### src/eqcb_pkg.sv
// Constants, field layout and types for the equalizer control register bank
//
// How it works
// - Full-reset bit returns all registers and acquisition machine to reset state.
// - Acquisition-reset bit resets only the adaptation machine; registers keep contents.
// - Driver bits 7:6 select swing 400/600/700/800 mV; reset 10.
// - Driver bits 5:4 select offset 0.8/1.0/1.2 V or supply; reset 10.
// - Bit 3 enables de-emphasis, reset 0; bits 2:1 select level, reset 01.
// - Launch bit 7 selects 6 dB attenuated input; reset 0.
// - Driver-select bit 2 steers driver bits 7:1 to driver a or b.
package eqcb_pkg;

  localparam logic [7:0] EQCB_GEN_CTRL_OFS = 8'h00;
  localparam logic [7:0] EQCB_DRV_OFS = 8'h01;
  localparam logic [7:0] EQCB_LAUNCH_OFS = 8'h02;

  localparam int EQCB_GEN_ACQ_RST_BIT = 0;
  localparam int EQCB_GEN_FULL_RST_BIT = 1;
  localparam int EQCB_GEN_DRV_SEL_BIT = 2;
  localparam int EQCB_LAUNCH_BIT = 7;

  localparam int EQCB_CFG_SWING_MSB = 6;
  localparam int EQCB_CFG_SWING_LSB = 5;
  localparam int EQCB_CFG_CM_MSB = 4;
  localparam int EQCB_CFG_CM_LSB = 3;
  localparam int EQCB_CFG_DE_EN_BIT = 2;
  localparam int EQCB_CFG_LVL_MSB = 1;
  localparam int EQCB_CFG_LVL_LSB = 0;

  // Swing 10, offset 10, de-emphasis off, level 01 (register bits 7:1)
  localparam logic [6:0] EQCB_DRV_CFG_RST = 7'h51;
  localparam logic EQCB_LAUNCH_RST = 1'b0;
  localparam logic EQCB_GEN_BIT_RST = 1'b0;

  localparam logic [4:0] EQCB_ACQ_SETTLE_CYCLES = 5'h10;

  typedef enum logic [2:0] {
    EQCB_ACQ_IDLE  = 3'b001,
    EQCB_ACQ_ADAPT = 3'b010,
    EQCB_ACQ_LOCK  = 3'b100
  } eqcb_acq_state_t;

endpackage : eqcb_pkg

### src/eqcb_register_bank.sv
// Register bank and acquisition control of the cable equalizer
`timescale 1ns/1ps
module eqcb_register_bank (
  input wire logic core_clk,
  input wire logic arst_n,
  input wire logic reg_wr_en,
  input wire logic reg_rd_en,
  input wire logic [7:0] reg_addr,
  input wire logic [7:0] reg_wdata,
  output logic [7:0] reg_rdata,
  output logic reg_rvalid,
  input wire logic carrier_present,
  output logic [1:0] diff_output_swing_a,
  output logic [1:0] diff_output_swing_b,
  output logic [1:0] output_common_mode_level_a,
  output logic [1:0] output_common_mode_level_b,
  output logic deemph_en_a,
  output logic deemph_en_b,
  output logic [1:0] deemph_level_a,
  output logic [1:0] deemph_level_b,
  output logic launch_atten_sel,
  output logic acq_locked
);
  import eqcb_pkg::*;

  function automatic logic addr_hit(input logic [7:0] addr, input logic [7:0] ofs);
    addr_hit = (addr == ofs);
  endfunction : addr_hit

  logic acq_rst_ff;
  logic full_rst_ff;
  logic drv_sel_ff;
  logic launch_atten_ff;
  logic [6:0] drv_cfg_ff [2];
  logic [7:0] rdata_ff;
  logic [7:0] nxt_rdata;
  logic rvalid_ff;
  eqcb_acq_state_t acq_state_ff;
  eqcb_acq_state_t nxt_acq_state;
  logic [4:0] acq_cnt_ff;
  logic acq_locked_ff;
  logic wr_gen;
  logic wr_drv;
  logic wr_launch;

  assign wr_gen = reg_wr_en && addr_hit(reg_addr, EQCB_GEN_CTRL_OFS);
  assign wr_drv = reg_wr_en && addr_hit(reg_addr, EQCB_DRV_OFS);
  assign wr_launch = reg_wr_en && addr_hit(reg_addr, EQCB_LAUNCH_OFS);

  always_ff @(posedge core_clk or negedge arst_n) begin
    if (!arst_n) begin
      acq_rst_ff <= EQCB_GEN_BIT_RST;
      full_rst_ff <= EQCB_GEN_BIT_RST;
      drv_sel_ff <= EQCB_GEN_BIT_RST;
    end else if (full_rst_ff) begin
      acq_rst_ff <= EQCB_GEN_BIT_RST;
      full_rst_ff <= EQCB_GEN_BIT_RST;
      drv_sel_ff <= EQCB_GEN_BIT_RST;
    end else if (wr_gen) begin
      acq_rst_ff <= reg_wdata[EQCB_GEN_ACQ_RST_BIT];
      full_rst_ff <= reg_wdata[EQCB_GEN_FULL_RST_BIT];
      drv_sel_ff <= reg_wdata[EQCB_GEN_DRV_SEL_BIT];
    end
  end

  always_ff @(posedge core_clk or negedge arst_n) begin
    if (!arst_n) begin
      launch_atten_ff <= EQCB_LAUNCH_RST;
    end else if (full_rst_ff) begin
      launch_atten_ff <= EQCB_LAUNCH_RST;
    end else if (wr_launch) begin
      launch_atten_ff <= reg_wdata[EQCB_LAUNCH_BIT];
    end
  end

  generate
    for (genvar i = 0; i < 2; i++) begin : g_drv
      always_ff @(posedge core_clk or negedge arst_n) begin
        if (!arst_n) begin
          drv_cfg_ff[i] <= EQCB_DRV_CFG_RST;
        end else if (full_rst_ff) begin
          drv_cfg_ff[i] <= EQCB_DRV_CFG_RST;
        end else if (wr_drv && (drv_sel_ff == 1'(i))) begin
          drv_cfg_ff[i] <= reg_wdata[7:1];
        end
      end
    end
  endgenerate

  assign diff_output_swing_a = drv_cfg_ff[0][EQCB_CFG_SWING_MSB:EQCB_CFG_SWING_LSB];
  assign diff_output_swing_b = drv_cfg_ff[1][EQCB_CFG_SWING_MSB:EQCB_CFG_SWING_LSB];
  assign output_common_mode_level_a = drv_cfg_ff[0][EQCB_CFG_CM_MSB:EQCB_CFG_CM_LSB];
  assign output_common_mode_level_b = drv_cfg_ff[1][EQCB_CFG_CM_MSB:EQCB_CFG_CM_LSB];
  assign deemph_en_a = drv_cfg_ff[0][EQCB_CFG_DE_EN_BIT];
  assign deemph_en_b = drv_cfg_ff[1][EQCB_CFG_DE_EN_BIT];
  assign deemph_level_a = drv_cfg_ff[0][EQCB_CFG_LVL_MSB:EQCB_CFG_LVL_LSB];
  assign deemph_level_b = drv_cfg_ff[1][EQCB_CFG_LVL_MSB:EQCB_CFG_LVL_LSB];
  assign launch_atten_sel = launch_atten_ff;

  // Read mux, unmapped reads zero
  always_comb begin
    nxt_rdata = 8'h00;
    if (addr_hit(reg_addr, EQCB_GEN_CTRL_OFS)) begin
      nxt_rdata[EQCB_GEN_ACQ_RST_BIT] = acq_rst_ff;
      nxt_rdata[EQCB_GEN_FULL_RST_BIT] = full_rst_ff;
      nxt_rdata[EQCB_GEN_DRV_SEL_BIT] = drv_sel_ff;
    end else if (addr_hit(reg_addr, EQCB_DRV_OFS)) begin
      nxt_rdata = {drv_cfg_ff[drv_sel_ff], 1'b0};
    end else if (addr_hit(reg_addr, EQCB_LAUNCH_OFS)) begin
      nxt_rdata[EQCB_LAUNCH_BIT] = launch_atten_ff;
    end
  end

  always_ff @(posedge core_clk or negedge arst_n) begin
    if (!arst_n) begin
      rdata_ff <= 8'h00;
      rvalid_ff <= 1'b0;
    end else begin
      rvalid_ff <= reg_rd_en;
      if (reg_rd_en) begin
        rdata_ff <= nxt_rdata;
      end
    end
  end

  assign reg_rdata = rdata_ff;
  assign reg_rvalid = rvalid_ff;

  // Acquisition machine next state
  always_comb begin
    nxt_acq_state = acq_state_ff;
    case (acq_state_ff)
      EQCB_ACQ_IDLE: begin
        if (carrier_present) begin
          nxt_acq_state = EQCB_ACQ_ADAPT;
        end
      end
      EQCB_ACQ_ADAPT: begin
        if (!carrier_present) begin
          nxt_acq_state = EQCB_ACQ_IDLE;
        end else if (acq_cnt_ff == EQCB_ACQ_SETTLE_CYCLES - 5'h01) begin
          nxt_acq_state = EQCB_ACQ_LOCK;
        end
      end
      EQCB_ACQ_LOCK: begin
        if (!carrier_present) begin
          nxt_acq_state = EQCB_ACQ_IDLE;
        end
      end
      default: begin
        nxt_acq_state = EQCB_ACQ_IDLE;
      end
    endcase
  end

  always_ff @(posedge core_clk or negedge arst_n) begin
    if (!arst_n) begin
      acq_state_ff <= EQCB_ACQ_IDLE;
      acq_cnt_ff <= 5'h00;
      acq_locked_ff <= 1'b0;
    end else if (full_rst_ff || acq_rst_ff) begin
      acq_state_ff <= EQCB_ACQ_IDLE;
      acq_cnt_ff <= 5'h00;
      acq_locked_ff <= 1'b0;
    end else begin
      acq_state_ff <= nxt_acq_state;
      acq_locked_ff <= (nxt_acq_state == EQCB_ACQ_LOCK);
      if (acq_state_ff == EQCB_ACQ_ADAPT && nxt_acq_state == EQCB_ACQ_ADAPT) begin
        acq_cnt_ff <= acq_cnt_ff + 5'h01;
      end else begin
        acq_cnt_ff <= 5'h00;
      end
    end
  end

  assign acq_locked = acq_locked_ff;

  // Checks
  AST_FULL_RST_REGS: assert property (@(posedge core_clk) disable iff (!arst_n)
    full_rst_ff |=> (launch_atten_ff == EQCB_LAUNCH_RST) && (drv_cfg_ff[0] == EQCB_DRV_CFG_RST)
      && (drv_cfg_ff[1] == EQCB_DRV_CFG_RST) && !full_rst_ff && !drv_sel_ff && !acq_rst_ff)
    else $error("full reset did not restore registers");

  AST_FULL_RST_ACQ: assert property (@(posedge core_clk) disable iff (!arst_n)
    full_rst_ff |=> (acq_state_ff == EQCB_ACQ_IDLE) && !acq_locked_ff)
    else $error("full reset did not idle acquisition");

  AST_ACQ_RST_IDLE: assert property (@(posedge core_clk) disable iff (!arst_n)
    acq_rst_ff |=> (acq_state_ff == EQCB_ACQ_IDLE) && (acq_cnt_ff == 5'h00))
    else $error("acquisition reset did not idle machine");

  AST_ACQ_RST_KEEPS: assert property (@(posedge core_clk) disable iff (!arst_n)
    (acq_rst_ff && !full_rst_ff && !reg_wr_en) |=>
      $stable(launch_atten_ff) && $stable(drv_cfg_ff[0]) && $stable(drv_cfg_ff[1]))
    else $error("acquisition reset disturbed registers");

  AST_SWING_WRITE: assert property (@(posedge core_clk) disable iff (!arst_n)
    (wr_drv && !full_rst_ff && !drv_sel_ff) |=> diff_output_swing_a == $past(reg_wdata[7:6]))
    else $error("swing field not written");

  AST_CM_WRITE: assert property (@(posedge core_clk) disable iff (!arst_n)
    (wr_drv && !full_rst_ff && drv_sel_ff) |=>
      output_common_mode_level_b == $past(reg_wdata[5:4]))
    else $error("offset field not written");

  AST_DEEMPH_WRITE: assert property (@(posedge core_clk) disable iff (!arst_n)
    (wr_drv && !full_rst_ff && !drv_sel_ff) |=>
      (deemph_en_a == $past(reg_wdata[3])) && (deemph_level_a == $past(reg_wdata[2:1])))
    else $error("de-emphasis fields not written");

  AST_LAUNCH_WRITE: assert property (@(posedge core_clk) disable iff (!arst_n)
    (wr_launch && !full_rst_ff) |=> launch_atten_sel == $past(reg_wdata[7]))
    else $error("launch bit not written");

  AST_DRV_ISOLATE: assert property (@(posedge core_clk) disable iff (!arst_n)
    (wr_drv && !full_rst_ff && !drv_sel_ff) |=> $stable(drv_cfg_ff[1]))
    else $error("unselected driver copy changed");

  AST_RSVD_ZERO: assert property (@(posedge core_clk) disable iff (!arst_n)
    (reg_rd_en && addr_hit(reg_addr, EQCB_DRV_OFS)) |=> reg_rvalid && (reg_rdata[0] == 1'b0))
    else $error("reserved bit read nonzero");

  COV_FULL_RST: cover property (@(posedge core_clk) disable iff (!arst_n)
    wr_gen && reg_wdata[EQCB_GEN_FULL_RST_BIT] ##1 full_rst_ff);
  COV_LOCK: cover property (@(posedge core_clk) disable iff (!arst_n) $rose(acq_locked_ff));
  COV_DRV_B: cover property (@(posedge core_clk) disable iff (!arst_n) wr_drv && drv_sel_ff);

endmodule : eqcb_register_bank

### config.mk
export PLATFORM = sky130hd
export DESIGN_NAME = eqcb_register_bank
export DESIGN_NICKNAME = d
export VERILOG_FILES = /design/src/eqcb_pkg.sv /design/src/eqcb_register_bank.sv
export SDC_FILE = /design/constraint.sdc
export NUM_CORES = 1
export LEC_CHECK = 0
export ABC_CLOCK_PERIOD_IN_PS = 1900
export CAP_MARGIN = 5
export CORE_UTILIZATION = 46
export DETAILED_ROUTE_END_ITERATION = 10
export DONT_BUFFER_PORTS = 1
export GPL_TIMING_DRIVEN = 0
export PLACE_DENSITY = 0.6
export SLEW_MARGIN = 20
export SYNTH_ARGS = -nofsm -noshare
export SYNTH_HDL_FRONTEND = slang
export SYNTH_SLANG_ARGS = --single-unit
### constraint.sdc
create_clock -name core_clk -period 1.9 [get_ports core_clk]
set_input_delay 0.19 -clock core_clk [delete_from_list [all_inputs] [get_ports core_clk]]
set_output_delay 0.19 -clock core_clk [all_outputs]
set_load 0.005 [all_outputs]
# Word-level counts from Yosys, hierarchy flattened
# Index checks and enable logic that the tools add are counted.
[word_totals]
register_bits = 36
out_inout_bits = 25
word_cells = 64
[op_classes]
n_addsub = 1
order_cmp = 1
n_eq_ne = 8
muxes = 29
bitwise_logic = 2
n_reduce_logical = 12
[op_table]
columns = ["cell", "n"]
rows = [
  ["$mux W7", 8],
  ["$mux W3", 6],
  ["$mux W5", 3],
  ["$mux W1", 11],
  ["$pmux W3 S3", 1],
  ["$eq A8 B1 Y1 const B", 1],
  ["$eq A8 B2 Y1 const B", 1],
  ["$logic_not A8 Y1", 1],
  ["$reduce_bool A2 Y1", 4],
  ["$eq A3 B2 Y1 const B", 2],
  ["$eq A3 B3 Y1 const B", 2],
  ["$logic_and A1 B1 Y1", 6],
  ["$add A5 B1 Y5 const B", 1],
  ["$eq A5 B4 Y1 const B", 1],
  ["$eq A3 B1 Y1 const B", 1],
  ["$ge A2 B2 Y1 const B", 1],
  ["$not A1 Y2", 1],
  ["$logic_or A1 B1 Y1", 1],
  ["$not A1 Y1", 1],
]

# Logic depth before layout (Yosys ltp)
[logic_depth]
ltp_word = 8
mapped_depth = 6
depth_no_buf = 6

# Least setup slack after synthesis
# OpenSTA, ideal clock, no wires.
[synth_timing]
path_type = "register to register"
start = "register acq_cnt_ff[0]"
end = "register acq_cnt_ff[2]"
setup_ns = 0.102
t_arrival_ns = 1.373
slack_ns = 0.425
path_stages_with_launch = 7
path_buffers = 0
synth_period_minus_slack_ns = 1.475
path_cell_list = "dfrtp_1 -> ha_1 -> and3_1 -> ha_1 -> nor2_1 -> nand2_1 -> nor4_1"
[synth_via]
elab_chain_len = 8
elab_cells_between_ends = 9
[synth_rtl]
columns = ["element", "line_no", "text"]
rows = [
  ["from (decl)", "eqcb_register_bank.sv:40", "logic [4:0] acq_cnt_ff;"],
  ["from (signal assigned)", "eqcb_register_bank.sv:169", "acq_cnt_ff <= acq_cnt_ff + 5'h01;"],
  ["$eq A5 B4 Y1", "eqcb_register_bank.sv:141", "end else if (acq_cnt_ff == EQCB_ACQ_SETTLE_CYCLES - 5'h01) begin"],
  ["$mux W3", "eqcb_register_bank.sv:141", ""],
  ["$mux W3", "eqcb_register_bank.sv:139", "if (!carrier_present) begin"],
  ["$pmux W3 S3", "eqcb_register_bank.sv:132", "case (acq_state_ff)"],
  ["$eq A3 B2 Y1", "eqcb_register_bank.sv:168", "if (acq_state_ff == EQCB_ACQ_ADAPT && nxt_acq_state == EQCB_ACQ_ADAPT) begin"],
  ["$logic_and A1 B1 Y1", "eqcb_register_bank.sv:168", ""],
  ["$mux W5 *", "eqcb_register_bank.sv:168", ""],
  ["$mux W5 *", "eqcb_register_bank.sv:161", "end else if (full_rst_ff || acq_rst_ff) begin"],
]
# Mark *: on every way between the ends. The rest lies on a longest branch, timed or not.
# A chain may end at the register's enable or synchronous reset.

# Worst setup path after layout
[layout_timing]
start = "register drv_sel_ff"
end = "register drv_cfg_ff, in the netlist deemph_en_b"
[layout_via]
elab_chain_len = 2
[layout_rtl]
columns = ["element", "line_no", "text"]
rows = [
  ["from (decl)", "eqcb_register_bank.sv:32", "logic drv_sel_ff;"],
  ["from (signal assigned)", "eqcb_register_bank.sv:62", "drv_sel_ff <= reg_wdata[EQCB_GEN_DRV_SEL_BIT];"],
  ["$logic_and A1 B1 Y1", "eqcb_register_bank.sv:83", "end else if (wr_drv && (drv_sel_ff == 1'(i))) begin"],
  ["$reduce_bool A2 Y1 (no line)", "n/a", ""],
  ["to (signal, indexed assignment)", "eqcb_register_bank.sv:84", "drv_cfg_ff[i] <= reg_wdata[7:1];"],
  ["to (decl)", "eqcb_register_bank.sv:34", "logic [6:0] drv_cfg_ff [2];"],
]
# No other way between the ends.

==> flow_summary.ini <==
[finish]
drive_gt1_share_pct = 13.6
layout.nets = 191
area_delta_synth_final_pct = 11.4
insertedDiodeCount = 0

[cts]
cts.sinks = 36
cts_setup_buffers = 0
root_buffer = clkbuf_8
clkTransAtPathRegs_ns = 0.07
cts_buffers = 5
clock_path_buffers = 2
clock_latency_ns = 0.28
cts_resized = 0
cts_max_level = 2
cts_tree = built

[synth]
synthArstFlopShare_pct = 100
yosys-top-cells-area = dfrtp_1 42%, dfstp_2 11%, mux2i_1 9.8%
yosysWarnings = 0
synth_most_common_cell = dfrtp_1
syn_inst = 158
syn_nets = 181
ys_types = 41
syn_area_um2 = 1730
synth_edf_count = 0
synth_top_area_share_pct = 41.8
seq_area_frac_synth_pct = 52.5
synthFlopType = dfrtp_1
ys_seq_elements = 36
synth_top_cell_by_area = dfrtp_1
avgSynthCellArea_um2 = 11.0
synth_commonest_cells = 29 x dfrtp_1, 17 x mux2i_1, 13 x nor2_1, 9 x nand2b_1, 8 x a21oi_1

[timing]
fmax_ghz = 0.611
fin_setup_tns_ns = 0
slew_violations = 0
max_slew_margin_pct = 54.8
skew_ns = 0.00560
period_needed_ns = 1.64
hold_viol = 0
setup-violations-final = 0
fin_crit_sh_pct = 86.1
worst_pin_slew_ns = 0.675
layout_setup_ws_ns = 0.264
grt_setup_unrepaired = false

[place]
post-place-ws_ns = 0.246
place.gp.congestion = 0.858
dp_hpwl_um = 2770
port_buffers = 0

[worst_setup_path]
crit_type = reg -> reg
cp_max_fo = 10
cpPeakStageDelay_ns = 0.51
worst_setup_path_start_kind = flop
slowest_stage = buf_1
worst_ep_arrival_time_ns = 1.78
critPathCaptureType = flop
critPathBufInv = 1
crit_family = buffers and inverters
path_cells = buf_1, nand3_1, o31ai_1, a21oi_1
required_ns = 2.05

[grt]
antenna_found_initial = 0
grt_use_total_pct = 21.5
grt-ovfl-total = 0
grt_pass1_wl_um = 6500
grt_max_degree = 37
grt_pass1_vias = 1291

[detailed_routing]
via_per_inst = 5.80
route.vias.total = 1248
wl_per_cell_um = 17.7
ant_nets = 0
wl_um = 3810
first_pass_iters = 4
drc = 0
drt_iter0_markers = 83

[power]
leakage_nw = 0.883
p_per_area_nw_per_um2 = 778
fin_total_pwr_mw = 1.50
vdd_drop_max_mv = 0.539

[floorplanning]
placeableCoreArea_um2 = 3470
ioPinCount = 46
start_util_pct = 50.0
die_w_um = 63.4
core.rowCount = 21
die_y_um = 63.4
fp.dieArea_um2 = 4020

[run]
drv_cap = 0

[status]
status = finished clean

[worst_hold_path]
holdCritPathClass = in -> reg
## area by class of cell
class,instances,area [um2]
Timing Repair Buffer,3,40.0
Sequential cell,36,910
Inverter,3,11.3
Buffer,9,45.0
Multi-Input combinational cell,110,768
Clock buffer,8,100
Tap cell,46,57.6
Fill cell,315,1540
## cell families (layout without fill, tap and decap cells)
| kind of cell | Yosys count | after routing | synth area share [%] |
|---|---|---|---|
| xor gates and xnor gates | 3 | 3 | 1.52 |
| buffers and inverters | 12 | 23 | 3.25 |
| adders and majority gates | 2 | 2 | 1.44 |
| and+or+nand+nor | 61 | 61 | 20.6 |
| muxes | 18 | 18 | 10.5 |
| DFF | 36 | 36 | 52.5 |
| AOI/OAI and AO/OA | 26 | 26 | 10.2 |
## metrics by stage
| stage | hold slack (ns) | instances | cell area (um2) | util, % |
|---|---|---|---|---|
| 6_report | 0.0453 | 215 | 1930 | 55.7 |
| 5_1_grt | 0.0407 | 215 | 1930 | 55.7 |
| 4_1_cts | 0.0368 | 215 | 1930 | 55.7 |
| 3_5_place_dp | -0.105 | 204 | 1790 | 51.7 |
| 3_3_place_gp | -0.105 | 204 | 1790 | 51.7 |
| 2_1_floorplan | -0.106 | 158 | 1730 | - |
## path summary, 6_finish.rpt
kind | start | endpoint | cells after the start | slack [ns]
hold reg to reg | acq_cnt_ff[0]$_DFF_PN0_ | acq_cnt_ff[0]$_DFF_PN0_ | 1 | 0.47
setup / recovery | drv_sel_ff$_DFFE_PN0P_ | deemph_en_b$_DFFE_PN0P_ | 4 | 0.26
max in group asynchronous | arst_n | deemph_level_b[0]$_DFFE_PN1P_ | 2 | 1.27
min in group asynchronous | arst_n | acq_state_ff[1]$_DFF_PN0_ | 2 | 0.37
hold / removal | reg_wdata[0] | acq_rst_ff$_DFFE_PN0P_ | 2 | 0.05
setup reg to reg | drv_sel_ff$_DFFE_PN0P_ | deemph_en_b$_DFFE_PN0P_ | 4 | 0.26
## layout by cell type (no fill, tap or decap), types with 2 or more instances in the layout
cell / instances
nand2b_1: 9
nand2_1: 5
inv_1: 2
o2bb2ai_1: 4
nor2_1: 13
buf_2: 3
nor4_1: 6
nand3_1: 4
nand4_1: 7
nor3_1: 4
clkbuf_8: 7
a21oi_1: 8
dlygate4sd3_1: 2
ha_1: 2
dfstp_2: 7
nor3b_1: 2
and3_1: 2
clkbuf_1: 5
o31ai_1: 6
dfrtp_1: 29
xor2_1: 2
mux2i_1: 17
nand3b_1: 2
## state kept, by name, indices dropped and copies added, names as in the netlist, 2 cells and up
name / cells
acq_cnt_ff: 5
acq_state_ff: 3
deemph_level_a: 2
deemph_level_b: 2
diff_output_swing_a: 2
diff_output_swing_b: 2
output_common_mode_level_a: 2
output_common_mode_level_b: 2
reg_rdata: 8
## routing by layer
| layer | part of all wire, % | routed length (um) | up-vias | global-route usage [%] |
|---|---|---|---|---|
| met5 | 0 | 0 | - | 0 |
| met4 | 1.5 | 59 | 0 | 8.52 |
| met3 | 6.6 | 251 | 7 | 5.43 |
| met2 | 46 | 1750 | 45 | 32.4 |
| met1 | 46 | 1750 | 597 | 29.5 |
| li1 | - | - | 599 | - |
## power by group
part | internal, mW | leakage [nW] | switching [mW]
sequential | 0.790 | 0.451 | 0.0208
combinational | 0.0409 | 0.381 | 0.0656
clock | 0.331 | 0.0515 | 0.255
total | 1.16 | 0.883 | 0.342
## repair_timing
action | in CTS | in global routing
setup endpoints to repair | 0 | 0
hold buffers | 3 | 0
hold endpoints to repair | 37 | 0
No activity file was read; power rests on OpenSTA's default activity.
